$ cat src/design/gcwd_pkg.sv
/*
 * Constants and carrier types of the gateway control word decoder.
 * Assumes a single clock domain and a byte-wide area memory port.
 */
package gcwd_pkg;
    localparam logic [9:0] CTRL_OFFSET   = 10'h200;
    localparam logic [9:0] STATUS_OFFSET = 10'h000;
    localparam int         HI_BIT        = 15;
    localparam int         CONFIRM_BIT   = 15;
    localparam int         SEND_BIT      = 14;
    localparam int         VALID_BIT     = 13;
    localparam int         EXEC_BIT      = 12;
    localparam int         CODE_MSB      = 11;
    localparam int         CODE_LSB      = 8;
    localparam int         ARG_MSB       = 7;
    localparam int         STAT_MSB      = 12;
    localparam logic [3:0] CMD_DISABLE   = 4'h0;
    localparam logic [3:0] CMD_ENABLE    = 4'h1;
    localparam logic [3:0] CMD_ENABLE_N  = 4'h2;
    localparam logic [15:0] CTRL_RESET   = 16'h0000;
    localparam logic [4:0] STAT_NO_ERROR = 5'h1F;

    typedef enum logic [1:0] {
        GCWD_MODE_MASTER        = 2'b00,
        GCWD_MODE_LEGACY_SERIAL = 2'b01,
        GCWD_MODE_TRANSPARENT   = 2'b10
    } gcwd_mode_t;

    typedef struct packed {
        logic       host_confirm_flag;
        logic       host_send_flag;
        logic       output_valid;
        logic       execute;
        logic [3:0] code;
        logic [7:0] arg;
    } gcwd_ctrl_t;

    typedef struct packed {
        logic       gateway_send_flag;
        logic       gateway_confirm_flag;
        logic       data_valid;
        logic [4:0] code;
        logic [7:0] arg;
    } gcwd_status_t;
endpackage

$ cat src/design/gcwd_decoder.sv
/*
 * Gateway control word decoder: holds the host control word, decodes it
 * into handshake flags, an exchange gate and node enable commands, and
 * serves the companion status word.
 * Assumes byte writes and reads from the fieldbus side area on CLOCK, and
 * a sub-network scheduler that reads the node enable vector.
 */
module gcwd_decoder #(
    parameter int NODES = 256
) (
    // Clock and reset
    input  wire logic                CLOCK,
    input  wire logic                SYS_RST,
    // Configuration
    input  wire logic                REGS_ENABLE,
    input  wire gcwd_pkg::gcwd_mode_t MODE,
    // Area byte port
    input  wire logic [9:0]          ADDR,
    input  wire logic                WR_EN,
    input  wire logic [7:0]          WR_DATA,
    output logic [7:0]               RD_DATA,
    // Status sources from the gateway
    input  wire gcwd_pkg::gcwd_status_t STATUS_IN,
    // Decoded outputs
    output gcwd_pkg::gcwd_ctrl_t     CTRL_WORD,
    output logic                     EXCHANGE_EN,
    output logic [NODES-1:0]         NODE_ENABLE,
    output logic                     CMD_DONE
);
    // Control word register and its byte write strobes.
    logic [15:0]      ctrl_reg;
    logic [15:0]      ctrl_next;
    logic             wr_hi;
    logic             wr_lo;
    // Execute edge tracking.
    logic             exec_prev_reg;
    logic             exec_prev_next;
    logic             exec_rise;
    // Command decode.
    logic             poll_mode;
    logic             cmd_run;
    logic             cmd_known;
    logic             arg_in_range;
    logic             node_disable;
    logic             node_enable_one;
    logic             node_enable_count;
    logic [3:0]       code;
    logic [7:0]       arg;
    // Node enables, one flip-flop per node.
    logic [NODES-1:0] node_reg;
    logic [NODES-1:0] node_next;
    // Command completion pulse.
    logic             done_reg;
    logic             done_next;
    // Read side of the area port.
    logic [7:0]       rd_reg;
    logic [7:0]       rd_next;
    logic             rd_stat_hi;
    logic             rd_stat_lo;
    logic             rd_ctrl_hi;
    logic             rd_ctrl_lo;
    logic [15:0]      status_word;

    assign code = ctrl_reg[gcwd_pkg::CODE_MSB:gcwd_pkg::CODE_LSB];
    assign arg  = ctrl_reg[gcwd_pkg::ARG_MSB:0];
    assign status_word = STATUS_IN;

    // The even offset carries the high byte, the odd one the low byte.
    assign wr_hi = WR_EN && REGS_ENABLE
                   && (ADDR == gcwd_pkg::CTRL_OFFSET);
    assign wr_lo = WR_EN && REGS_ENABLE
                   && (ADDR == gcwd_pkg::CTRL_OFFSET + 10'h001);

    always_comb begin
        ctrl_next = ctrl_reg;
        if (wr_hi) begin
            ctrl_next[15:8] = WR_DATA;
        end
        if (wr_lo) begin
            ctrl_next[7:0] = WR_DATA;
        end
    end

    always_ff @(posedge CLOCK) begin
        if (SYS_RST) begin
            ctrl_reg <= gcwd_pkg::CTRL_RESET;
        end else begin
            ctrl_reg <= ctrl_next;
        end
    end

    // A held execute bit must not repeat the command.
    always_comb begin
        exec_prev_next = ctrl_reg[gcwd_pkg::EXEC_BIT];
    end

    always_ff @(posedge CLOCK) begin
        if (SYS_RST) begin
            exec_prev_reg <= 1'b0;
        end else begin
            exec_prev_reg <= exec_prev_next;
        end
    end

    assign exec_rise = REGS_ENABLE && ctrl_reg[gcwd_pkg::EXEC_BIT]
                       && !exec_prev_reg;

    // Node commands exist only in the polling-master modes.
    assign poll_mode = (MODE == gcwd_pkg::GCWD_MODE_MASTER)
                       || (MODE == gcwd_pkg::GCWD_MODE_LEGACY_SERIAL);
    assign cmd_run = exec_rise && poll_mode;
    assign node_disable      = cmd_run && (code == gcwd_pkg::CMD_DISABLE);
    assign node_enable_one   = cmd_run && (code == gcwd_pkg::CMD_ENABLE);
    assign node_enable_count = cmd_run && (code == gcwd_pkg::CMD_ENABLE_N);
    assign cmd_known = node_disable || node_enable_one || node_enable_count;
    assign arg_in_range = 32'(arg) < NODES;

    // Each node decides its own next enable value.
    for (genvar n = 0; n < NODES; n++) begin : g_node
        always_comb begin
            node_next[n] = node_reg[n];
            if (node_disable && arg_in_range && (32'(arg) == n)) begin
                node_next[n] = 1'b0;
            end
            if (node_enable_one && arg_in_range && (32'(arg) == n)) begin
                node_next[n] = 1'b1;
            end
            if (node_enable_count) begin
                node_next[n] = (n < 32'(arg));
            end
        end

        always_ff @(posedge CLOCK) begin
            if (SYS_RST) begin
                node_reg[n] <= 1'b1;
            end else begin
                node_reg[n] <= node_next[n];
            end
        end
    end

    // Unknown codes and transparent mode give no completion pulse.
    always_comb begin
        done_next = cmd_known;
    end

    always_ff @(posedge CLOCK) begin
        if (SYS_RST) begin
            done_reg <= 1'b0;
        end else begin
            done_reg <= done_next;
        end
    end

    // Unmapped offsets and disabled registers read as zero.
    assign rd_stat_hi = REGS_ENABLE && (ADDR == gcwd_pkg::STATUS_OFFSET);
    assign rd_stat_lo = REGS_ENABLE
                        && (ADDR == gcwd_pkg::STATUS_OFFSET + 10'h001);
    assign rd_ctrl_hi = REGS_ENABLE && (ADDR == gcwd_pkg::CTRL_OFFSET);
    assign rd_ctrl_lo = REGS_ENABLE
                        && (ADDR == gcwd_pkg::CTRL_OFFSET + 10'h001);

    always_comb begin
        rd_next = 8'h00;
        if (rd_stat_hi) begin
            rd_next = status_word[15:8];
        end else if (rd_stat_lo) begin
            rd_next = status_word[7:0];
        end else if (rd_ctrl_hi) begin
            rd_next = ctrl_reg[15:8];
        end else if (rd_ctrl_lo) begin
            rd_next = ctrl_reg[7:0];
        end
    end

    always_ff @(posedge CLOCK) begin
        if (SYS_RST) begin
            rd_reg <= 8'h00;
        end else begin
            rd_reg <= rd_next;
        end
    end

    assign CTRL_WORD   = ctrl_reg;
    // Without the registers the gate is ignored and exchange always runs.
    assign EXCHANGE_EN = REGS_ENABLE ? ctrl_reg[gcwd_pkg::VALID_BIT]
                                     : 1'b1;
    assign NODE_ENABLE = node_reg;
    assign CMD_DONE    = done_reg;
    assign RD_DATA     = rd_reg;
endmodule

$ cat config.mk
export PLATFORM = sky130hd
export DESIGN_NAME = gcwd_decoder
export DESIGN_NICKNAME = d
export VERILOG_FILES = /design/src/design/gcwd_pkg.sv /design/src/design/gcwd_decoder.sv
export SDC_FILE = /design/constraint.sdc
export NUM_CORES = 1
export LEC_CHECK = 0
export ABC_AREA = 1
export BUFFER_PORTS_ARGS = -buffer_cell sky130_fd_sc_hd__buf_2
export CAP_MARGIN = 0
export CORE_ASPECT_RATIO = 0.9
export CORE_MARGIN = 4
export CORE_UTILIZATION = 35
export CTS_CLUSTER_DIAMETER = 30
export CTS_CLUSTER_SIZE = 14
export DETAILED_ROUTE_END_ITERATION = 12
export PLACE_DENSITY = 0.57
export REMOVE_ABC_BUFFERS = 1
export SYNTH_ARGS = -nofsm -noshare
export SYNTH_HDL_FRONTEND = slang
export SYNTH_SLANG_ARGS = --single-unit
$ cat constraint.sdc
create_clock -name CLOCK -period 4.3 [get_ports CLOCK]
set_input_delay 0.86 -clock CLOCK [delete_from_list [all_inputs] [get_ports CLOCK]]
set_output_delay 0.86 -clock CLOCK [all_outputs]
set_load 0.005 [all_outputs]
* Word-level counts from Yosys, hierarchy flattened *
Index checks and enable logic that the tools add are counted.

operators by class
  magnitude comparators = 255
  equality and inequality tests = 261
  reductions and logical operators = 789
  mux-type cells = 773

operators with widths
  cell                    count
  $eq A8 B8 Y1 const B    128
  $lt A8 B8 Y1 const A    127
  $mux W1                 769
  $reduce_bool A3 Y1      256
  $logic_and A1 B1 Y1     525
  $eq A8 B7 Y1 const B    64
  $lt A7 B8 Y1 const A    64
  $eq A8 B6 Y1 const B    32
  $lt A6 B8 Y1 const A    32
  $eq A8 B5 Y1 const B    16
  $lt A5 B8 Y1 const A    16
  $eq A8 B4 Y1 const B    8
  $lt A4 B8 Y1 const A    8
  $eq A8 B3 Y1 const B    4
  $lt A3 B8 Y1 const A    4
  $mux W8                 4
  $eq A10 B10 Y1 const B  2
  $eq A8 B2 Y1 const B    2
  $lt A1 B8 Y1 const A    2
  $lt A2 B8 Y1 const A    2
  $eq A10 B1 Y1 const B   1
  $logic_not A10 Y1       1
  $eq A8 B1 Y1 const B    1
  $logic_not A8 Y1        1
  other kinds (7)         9

word-level totals
  input port bits = 40
  bits in registers = 282
  output and inout port bits = 282

* Logic depth before layout (Yosys ltp) *
Gate-level depths: netlist of run 1.

  depth after elaboration = 8
  gate-level depth with buffers = 12
  depth with buffers taken out = 9

* Least setup slack after synthesis of run 1 *
Ideal clock, no wire load.

  path type = input to register
  start point = input ADDR[7]
  end point = register ctrl_reg[10] (netlist: CTRL_WORD[10])
  data arrival time = 1883 ps
  setup time = 113 ps
  path slack = 2303 ps
  stages on the path = 7
  path through = nor2_1 nand2_1 nor2_2 nand3_1 clkbuf_1 nor2_1 nor2_1

between the ends
  longest elaborated chain between the ends = 2

RTL lines
  element               line                source
  start, declared       gcwd_decoder.sv:18  input wire logic [9:0] ADDR,
  $eq A10 B10 Y1        gcwd_decoder.sv:70  && (ADDR == gcwd_pkg::CTRL_OFFSET);
  $logic_and A1 B1 Y1   gcwd_decoder.sv:70
  end signal, assigned  gcwd_decoder.sv:86  ctrl_reg <= gcwd_pkg::CTRL_RESET;
  end signal, assigned  gcwd_decoder.sv:88  ctrl_reg <= ctrl_next;
  end, declared         gcwd_decoder.sv:31  logic [15:0] ctrl_reg;

Every way passes these cells.
A chain may end at the register's enable or synchronous reset.

* Worst setup path after layout of run 1 *
  start point = register ctrl_reg[2] (netlist: CTRL_WORD[2])
  end point = register node_reg[161] (netlist: NODE_ENABLE[161])

between the ends
  longest elaborated chain between the ends = 4
  elaborated cells between the ends (all ways) = 7
  those cells by class = order compare (1); eq/ne (1); mux (2); reduce/logical (3)

RTL lines
  element                                                               line                 source
  parallel branches: the longest is 4 deep, another holds $lt A8 B8 Y1  n/a
  end signal, assigned by index                                         gcwd_decoder.sv:137  node_reg[n] <= node_next[n];
  end, declared                                                         gcwd_decoder.sv:50   logic [NODES-1:0] node_reg;

Several ways; the timed one is not identified.

==> metrics.cfg, run 1 <==
[pwr]
ir_drop_v=0.000269
p_leak_nw=9.37
p_int_w=0.00727
powerDensity_nw_per_um2=428
pwr-share-comb=0.010
switching_power_w=0.00193
p_seq_frac=0.285
switching_share=0.210
clkPwrFrac=0.704

[final_layout]
largest_reg_flops=256
nFillCells=4911
antenna_cells=0
fin_util=0.460
nNetsFinal=3048
layout_commonest_cell=nand2_1
area_growth_pct=29.8
final_cell_mix=nand2_1, nand3_1, nor2_1, buf_2, dfxtp_1
drive_above_1_share=0.185

[timing]
period_needed_ns=2.87
fin_skew_ns=0.0237
slew_violations=0
whs_ns=0.451
fin_setup_tns_ns=0
timing.final.crit_share=0.667
setup_violations=0
setup_slack_ns=1.43
hold_violations=0
worstMarginPinSlew_ns=1.32
max-slew-margin-rel=0.121
fmax_mhz=349
rsz0062_at_grt=no

[clock_network]
ctsRootBufferMaster=clkbuf_16
cts_tree=done
cts_max_level=3
post-cts-setup-buffers=0
cts.sinks=282
clkTransAtPathRegs_ns=0.04
cts_hold_buf=0
max-clock-path-buffers=3
numCtsBuffers=83
clk_latency_ns=0.61
cts_resized=0

[global_routing]
first_global_vias=19300
grt_first_pass_wirelength_mm=120
antenna_found_initial=1
track_usage=0.304
overflow=0
grt_max_degree=199

[logic_synthesis]
synthFlopType=dfxtp_1
seq_area_frac_synth=0.341
synth_top_cell_area_share=0.341
yosysWarnings=0
synth-async-reset-ratio=0
syn_area_um2=16600
yosys.cell_types.count=27
synthTopCellsByArea=dfxtp_1, nand2_1, nand3_1
ys_ff_latch=282
synthCells=2743
avgSynthCellArea_um2=6.03
synth_edf_count=0
yosysTopAreaCell=dfxtp_1

[worst_setup_path]
slowest_delay_ns=0.86
critPathArrivalTime_ns=3.33
worstPathCellList=nor2_2 > nand2_1 > buf_4 > inv_1 > nand2_1 > nand3_1 > nand2_1 > nand3b_1
critPathKind=reg2reg
crit_fanout=18
cp-end-kind=register
crit_slowest_cell=nor2_2
crit_buf_inv=2
crit_path_frequent_cell=nand2_1
crit_required_ns=4.76
cp-start-kind=register
critPathTopFamily=simple AND/OR/NAND/NOR gates

[die]
die_x_um=237
rows=75
initial_core_util=0.354
core-area_um2=46700
die_area_um2=50800
ioPinCount=322
fp.dieH_um=214

[route]
vias=20800
drt_first_pass_iters=7
first_iter_violations=2586
totalWireLength_mm=81.3
via_per_inst=5.64
ant_nets=0
wl_per_cell_um=22.0
drc_errors=0

[placed_design]
place_hpwl_mm=53.7
portBuffers=320
place_worst_setup_slack_ns=1.15
gp_congestion=0.917

[status]
status=finished, final reports clean

[min_path]
holdCritPathClass=reg2reg

[job]
maxCapViolations=0

per-layer routing:
layer  up-vias  share of wire  GRT usage
met2      1204           0.44      0.463
li1       9603              -          -
met4         2          0.044      0.134
met1      9783           0.41      0.406
met3       230           0.11     0.0768
met5         -        0.00016          0
kinds of logic (layout without fill, tap and decap cells):
group | count (synthesis) | in the layout | share of synthesized area
compound gates | 204 | 204 | 0.0677
buf+inv | 271 | 603 | 0.0740
flops | 282 | 282 | 0.341
simple gates | 1986 | 1986 | 0.517
final cells by class:
cell class	count	area, um^2	area share
Clock buffer	116	2430	0.113
Inverter	71	272	0.0126
Clock inverter	36	524	0.0244
Timing Repair Buffer	380	2110	0.0984
Tap cell	616	771	0.0359
Multi-Input combinational cell	2190	9720	0.453
Sequential cell	282	5650	0.263
power by group through the flow:
stage | clock network (W) | registers (W) | logic [W]
global placement | 0 | 0.00267 | 0.0000916
floorplan | 0 | 0.00267 | 0.0000389
detailed placement | 0 | 0.00267 | 0.0000931
CTS | 0.00652 | 0.00263 | 0.0000932
global route | 0.00669 | 0.00262 | 0.000102
finish | 0.00648 | 0.00263 | 0.0000959
Yosys cell counts, types with 4 or more instances:
master	instances
nand3_1	433
buf_4	17
buf_2	115
nand2_1	972
inv_2	8
nand4_1	131
nand3b_1	26
clkbuf_1	59
clkinv_1	6
inv_1	57
buf_1	9
nor2_4	7
o21a_1	22
nor2_2	19
nor2_1	388
dfxtp_1	282
a21oi_1	97
o21ai_0	65
o211ai_1	16
nand2_2	4
per-stage QoR:
stage               instance area (um^2)  total power, W  instances
floorplan                          15600         0.00271       2543
global placement                   18500         0.00276       3539
detailed placement                 18500         0.00276       3539
CTS                                21500         0.00924       3691
global route                       21500         0.00942       3691
finish                             21500         0.00920       3691
worst reg2reg max path, stage by stage (launching register included):
cell and delay, ns:
dfxtp_1 0.50, nor2_2 0.87, nand2_1 0.14, buf_4 0.23
inv_1 0.54, nand2_1 0.12, nand3_1 0.13, nand2_1 0.06
nand3b_1 0.16
worst paths after layout:
| path | from | to | slack [ns] | cells past startpoint |
|---|---|---|---|---|
| setup reg to reg | CTRL_WORD[2] | NODE_ENABLE[161] | 1.43 | 8 |
| setup / recovery | CTRL_WORD[2] | NODE_ENABLE[161] | 1.43 | 8 |
| hold reg to reg | NODE_ENABLE[51] | NODE_ENABLE[51] | 0.45 | 2 |
| hold / removal | NODE_ENABLE[51] | NODE_ENABLE[51] | 0.45 | 2 |
No activity file was read; power rests on OpenSTA's default activity.
==> inputs of run 2 (changes only) <==
==> constraint.sdc (replaced) <==
create_clock -name CLOCK -period 2.9 [get_ports CLOCK]
set_input_delay 0.58 -clock CLOCK [delete_from_list [all_inputs] [get_ports CLOCK]]
set_output_delay 0.58 -clock CLOCK [all_outputs]
set_load 0.005 [all_outputs]
==> run 2 against run 1 <==
  * Flip-flop and latch count unchanged
  * Via count rose by 0.73%
  * First-iteration DRC count is 5.0% lower
  * Largest power group unchanged
==> metrics.cfg, run 2 (same netlist as run 1, synthesis figures left out) <==
[route]
drt_first_pass_iters=7  ; unchanged
vias=21000  ; was 20.8k
totalWireLength_mm=81.7  ; was 81.3 mm
ant_nets=0  ; unchanged
wl_per_cell_um=21.8  ; was 22.0 um
first_iter_violations=2457  ; was 2,586
via_per_inst=5.60  ; was 5.64
drc_errors=0  ; unchanged

[global_routing]
grt_max_degree=101  ; was 199
track_usage=0.306  ; was 0.304
overflow=0  ; unchanged
grt_first_pass_wirelength_mm=122  ; was 120 mm
first_global_vias=19700  ; was 19.3k
antenna_found_initial=0  ; was 1

[clock_network]
numCtsBuffers=77  ; was 83
clk_latency_ns=0.60  ; was 0.61 ns
cts_max_level=3  ; unchanged
cts_tree=done  ; unchanged
cts_resized=0  ; unchanged
max-clock-path-buffers=3  ; unchanged
cts.sinks=282  ; unchanged
clkTransAtPathRegs_ns=0.05  ; was 0.04 ns
cts_hold_buf=0  ; unchanged
ctsRootBufferMaster=clkbuf_16  ; unchanged
post-cts-setup-buffers=0  ; unchanged

[die]
initial_core_util=0.354  ; unchanged
rows=75  ; unchanged
ioPinCount=322  ; unchanged
die_x_um=237  ; unchanged
die_area_um2=50800  ; unchanged
core-area_um2=46700  ; unchanged
fp.dieH_um=214  ; unchanged

[worst_setup_path]
crit_required_ns=3.37  ; was 4.76 ns
cp-start-kind=register  ; unchanged
reg2regPathDepth=8  ; unchanged
critPathArrivalTime_ns=3.14  ; was 3.33 ns
critPathKind=reg2reg  ; unchanged
crit_fanout=14  ; was 18
cp-end-kind=register  ; unchanged

[final_layout]
stdcell_area_um2=21800  ; was 21,500 um^2
multi_input_comb_area_um2=9710  ; was 9720 um^2
area_growth_pct=31.6  ; was 29.8%
largest_reg_flops=256  ; unchanged
nFillCells=4892  ; was 4,911
seqCellArea_um2=5650  ; unchanged
final_cell_mix=nand2_1, nand3_1, nor2_1, buf_2, dfxtp_1  ; unchanged
nNetsFinal=3111  ; was 3,048
drive_above_1_share=0.199  ; was 0.185
layout_commonest_cell=nand2_1  ; unchanged
antenna_cells=0  ; unchanged

[timing]
setup_violations=0  ; unchanged
fmax_mhz=374  ; was 349 MHz
fin_skew_ns=0.0165  ; was 0.0237 ns
max-slew-margin-rel=0.0352  ; was 0.121
timing.final.crit_share=0.921  ; was 0.667
hold_violations=0  ; unchanged
rsz0062_at_grt=no  ; unchanged
slew_violations=0  ; unchanged
period_needed_ns=2.67  ; was 2.87 ns
worstMarginPinSlew_ns=1.44  ; was 1.32 ns

[placed_design]
gp_congestion=0.964  ; was 0.917
portBuffers=320  ; unchanged
placed_area_um2=19100  ; was 18,500 um^2
place_hpwl_mm=55.5  ; was 53.7 mm

[pwr]
p_total_w=0.0128  ; was 0.00920 W
powerDensity_nw_per_um2=587  ; was 428 nW/um^2
ir_drop_v=0.000409  ; was 0.000269 V
p_leak_nw=9.56  ; was 9.37 nW

[min_path]
holdCritPathClass=in2reg  ; was reg2reg
hold_depth=3  ; was 2

[job]
maxCapViolations=0  ; unchanged

[status]
status=finished, final reports clean  ; unchanged

run 2: changes by cell type in the layout (fill, tap and decap cells not counted), moves of 2 or more:
| cell | delta |
|---|---|
| buf_4 | +60 |
| clkinvlp_4 | +11 |
| buf_12 | +9 |
| clkbuf_8 | -9 |
| clkbuf_16 | -6 |
| clkinv_2 | -4 |
| clkbuf_1 | -3 |
| a21oi_1 | +2 |
| a21oi_2 | -2 |
| clkinv_8 | -2 |
| inv_6 | -2 |
run 2: where the power goes:
| part | leakage, nW | internal, W | total [W] | switching (W) |
|---|---|---|---|---|
| registers | 2.28 | 0.00389 | 0.00389 | 0.000000211 |
| clock network | 1.27 | 0.00614 | 0.00875 | 0.00261 |
| logic | 6.01 | 0.0000427 | 0.000151 | 0.000108 |
| total | 9.56 | 0.0101 | 0.0128 | 0.00272 |
run 2: cell type report:
class                      instances  area share
multi-input combinational       2190       0.446
sequential                       282       0.259
timing repair buffer             449       0.126
clock buffer                      98      0.0986
tap                              616      0.0354
clock inverter                    37      0.0229
inverter                          71      0.0125
run 2: critical path, cell delays in order, from the launching register on:
cell and delay [ns]:
dfxtp_1 0.45, clkinv_1 0.30, nand2_1 0.17, nor2_1 1.10
nand2_1 0.19, nand2_1 0.12, nand2_1 0.06, nand2_1 0.06
nand3_1 0.07
run 2: stage by stage:
| step | cells | utilization | setup WS (ns) | setup TNS, ns | hold slack (ns) |
|---|---|---|---|---|---|
| finish | 3743 | 0.466 | 0.229 | 0 | 0.223 |
| global route | 3743 | 0.466 | 0.199 | 0 | 0.235 |
| global placement | 3608 | 0.410 | 0.311 | 0 | 0.442 |
| floorplan | 2543 | - | -4.83 | -1045.83 | 0.442 |
| CTS | 3743 | 0.466 | 0.460 | 0 | 0.211 |
| detailed placement | 3608 | 0.410 | 0.325 | 0 | 0.443 |
run 2: path summary, 6_finish.rpt:
path                       start  slack (ns)         endpoint
setup / recovery    CTRL_WORD[0]        0.23  NODE_ENABLE[36]
setup reg to reg    CTRL_WORD[0]        0.23  NODE_ENABLE[36]
hold / removal        WR_DATA[0]        0.22     CTRL_WORD[0]
hold reg to reg   NODE_ENABLE[0]        0.45   NODE_ENABLE[0]
run 2: metal layers:
metal  vias to the layer above  track usage  routed length (um)
met2                      1276        0.462               35700
met4                         0        0.127                3450
met1                      9770        0.411               32800
met5                         -            0                   0
met3                       227       0.0880                9730
li1                       9700            -                   -
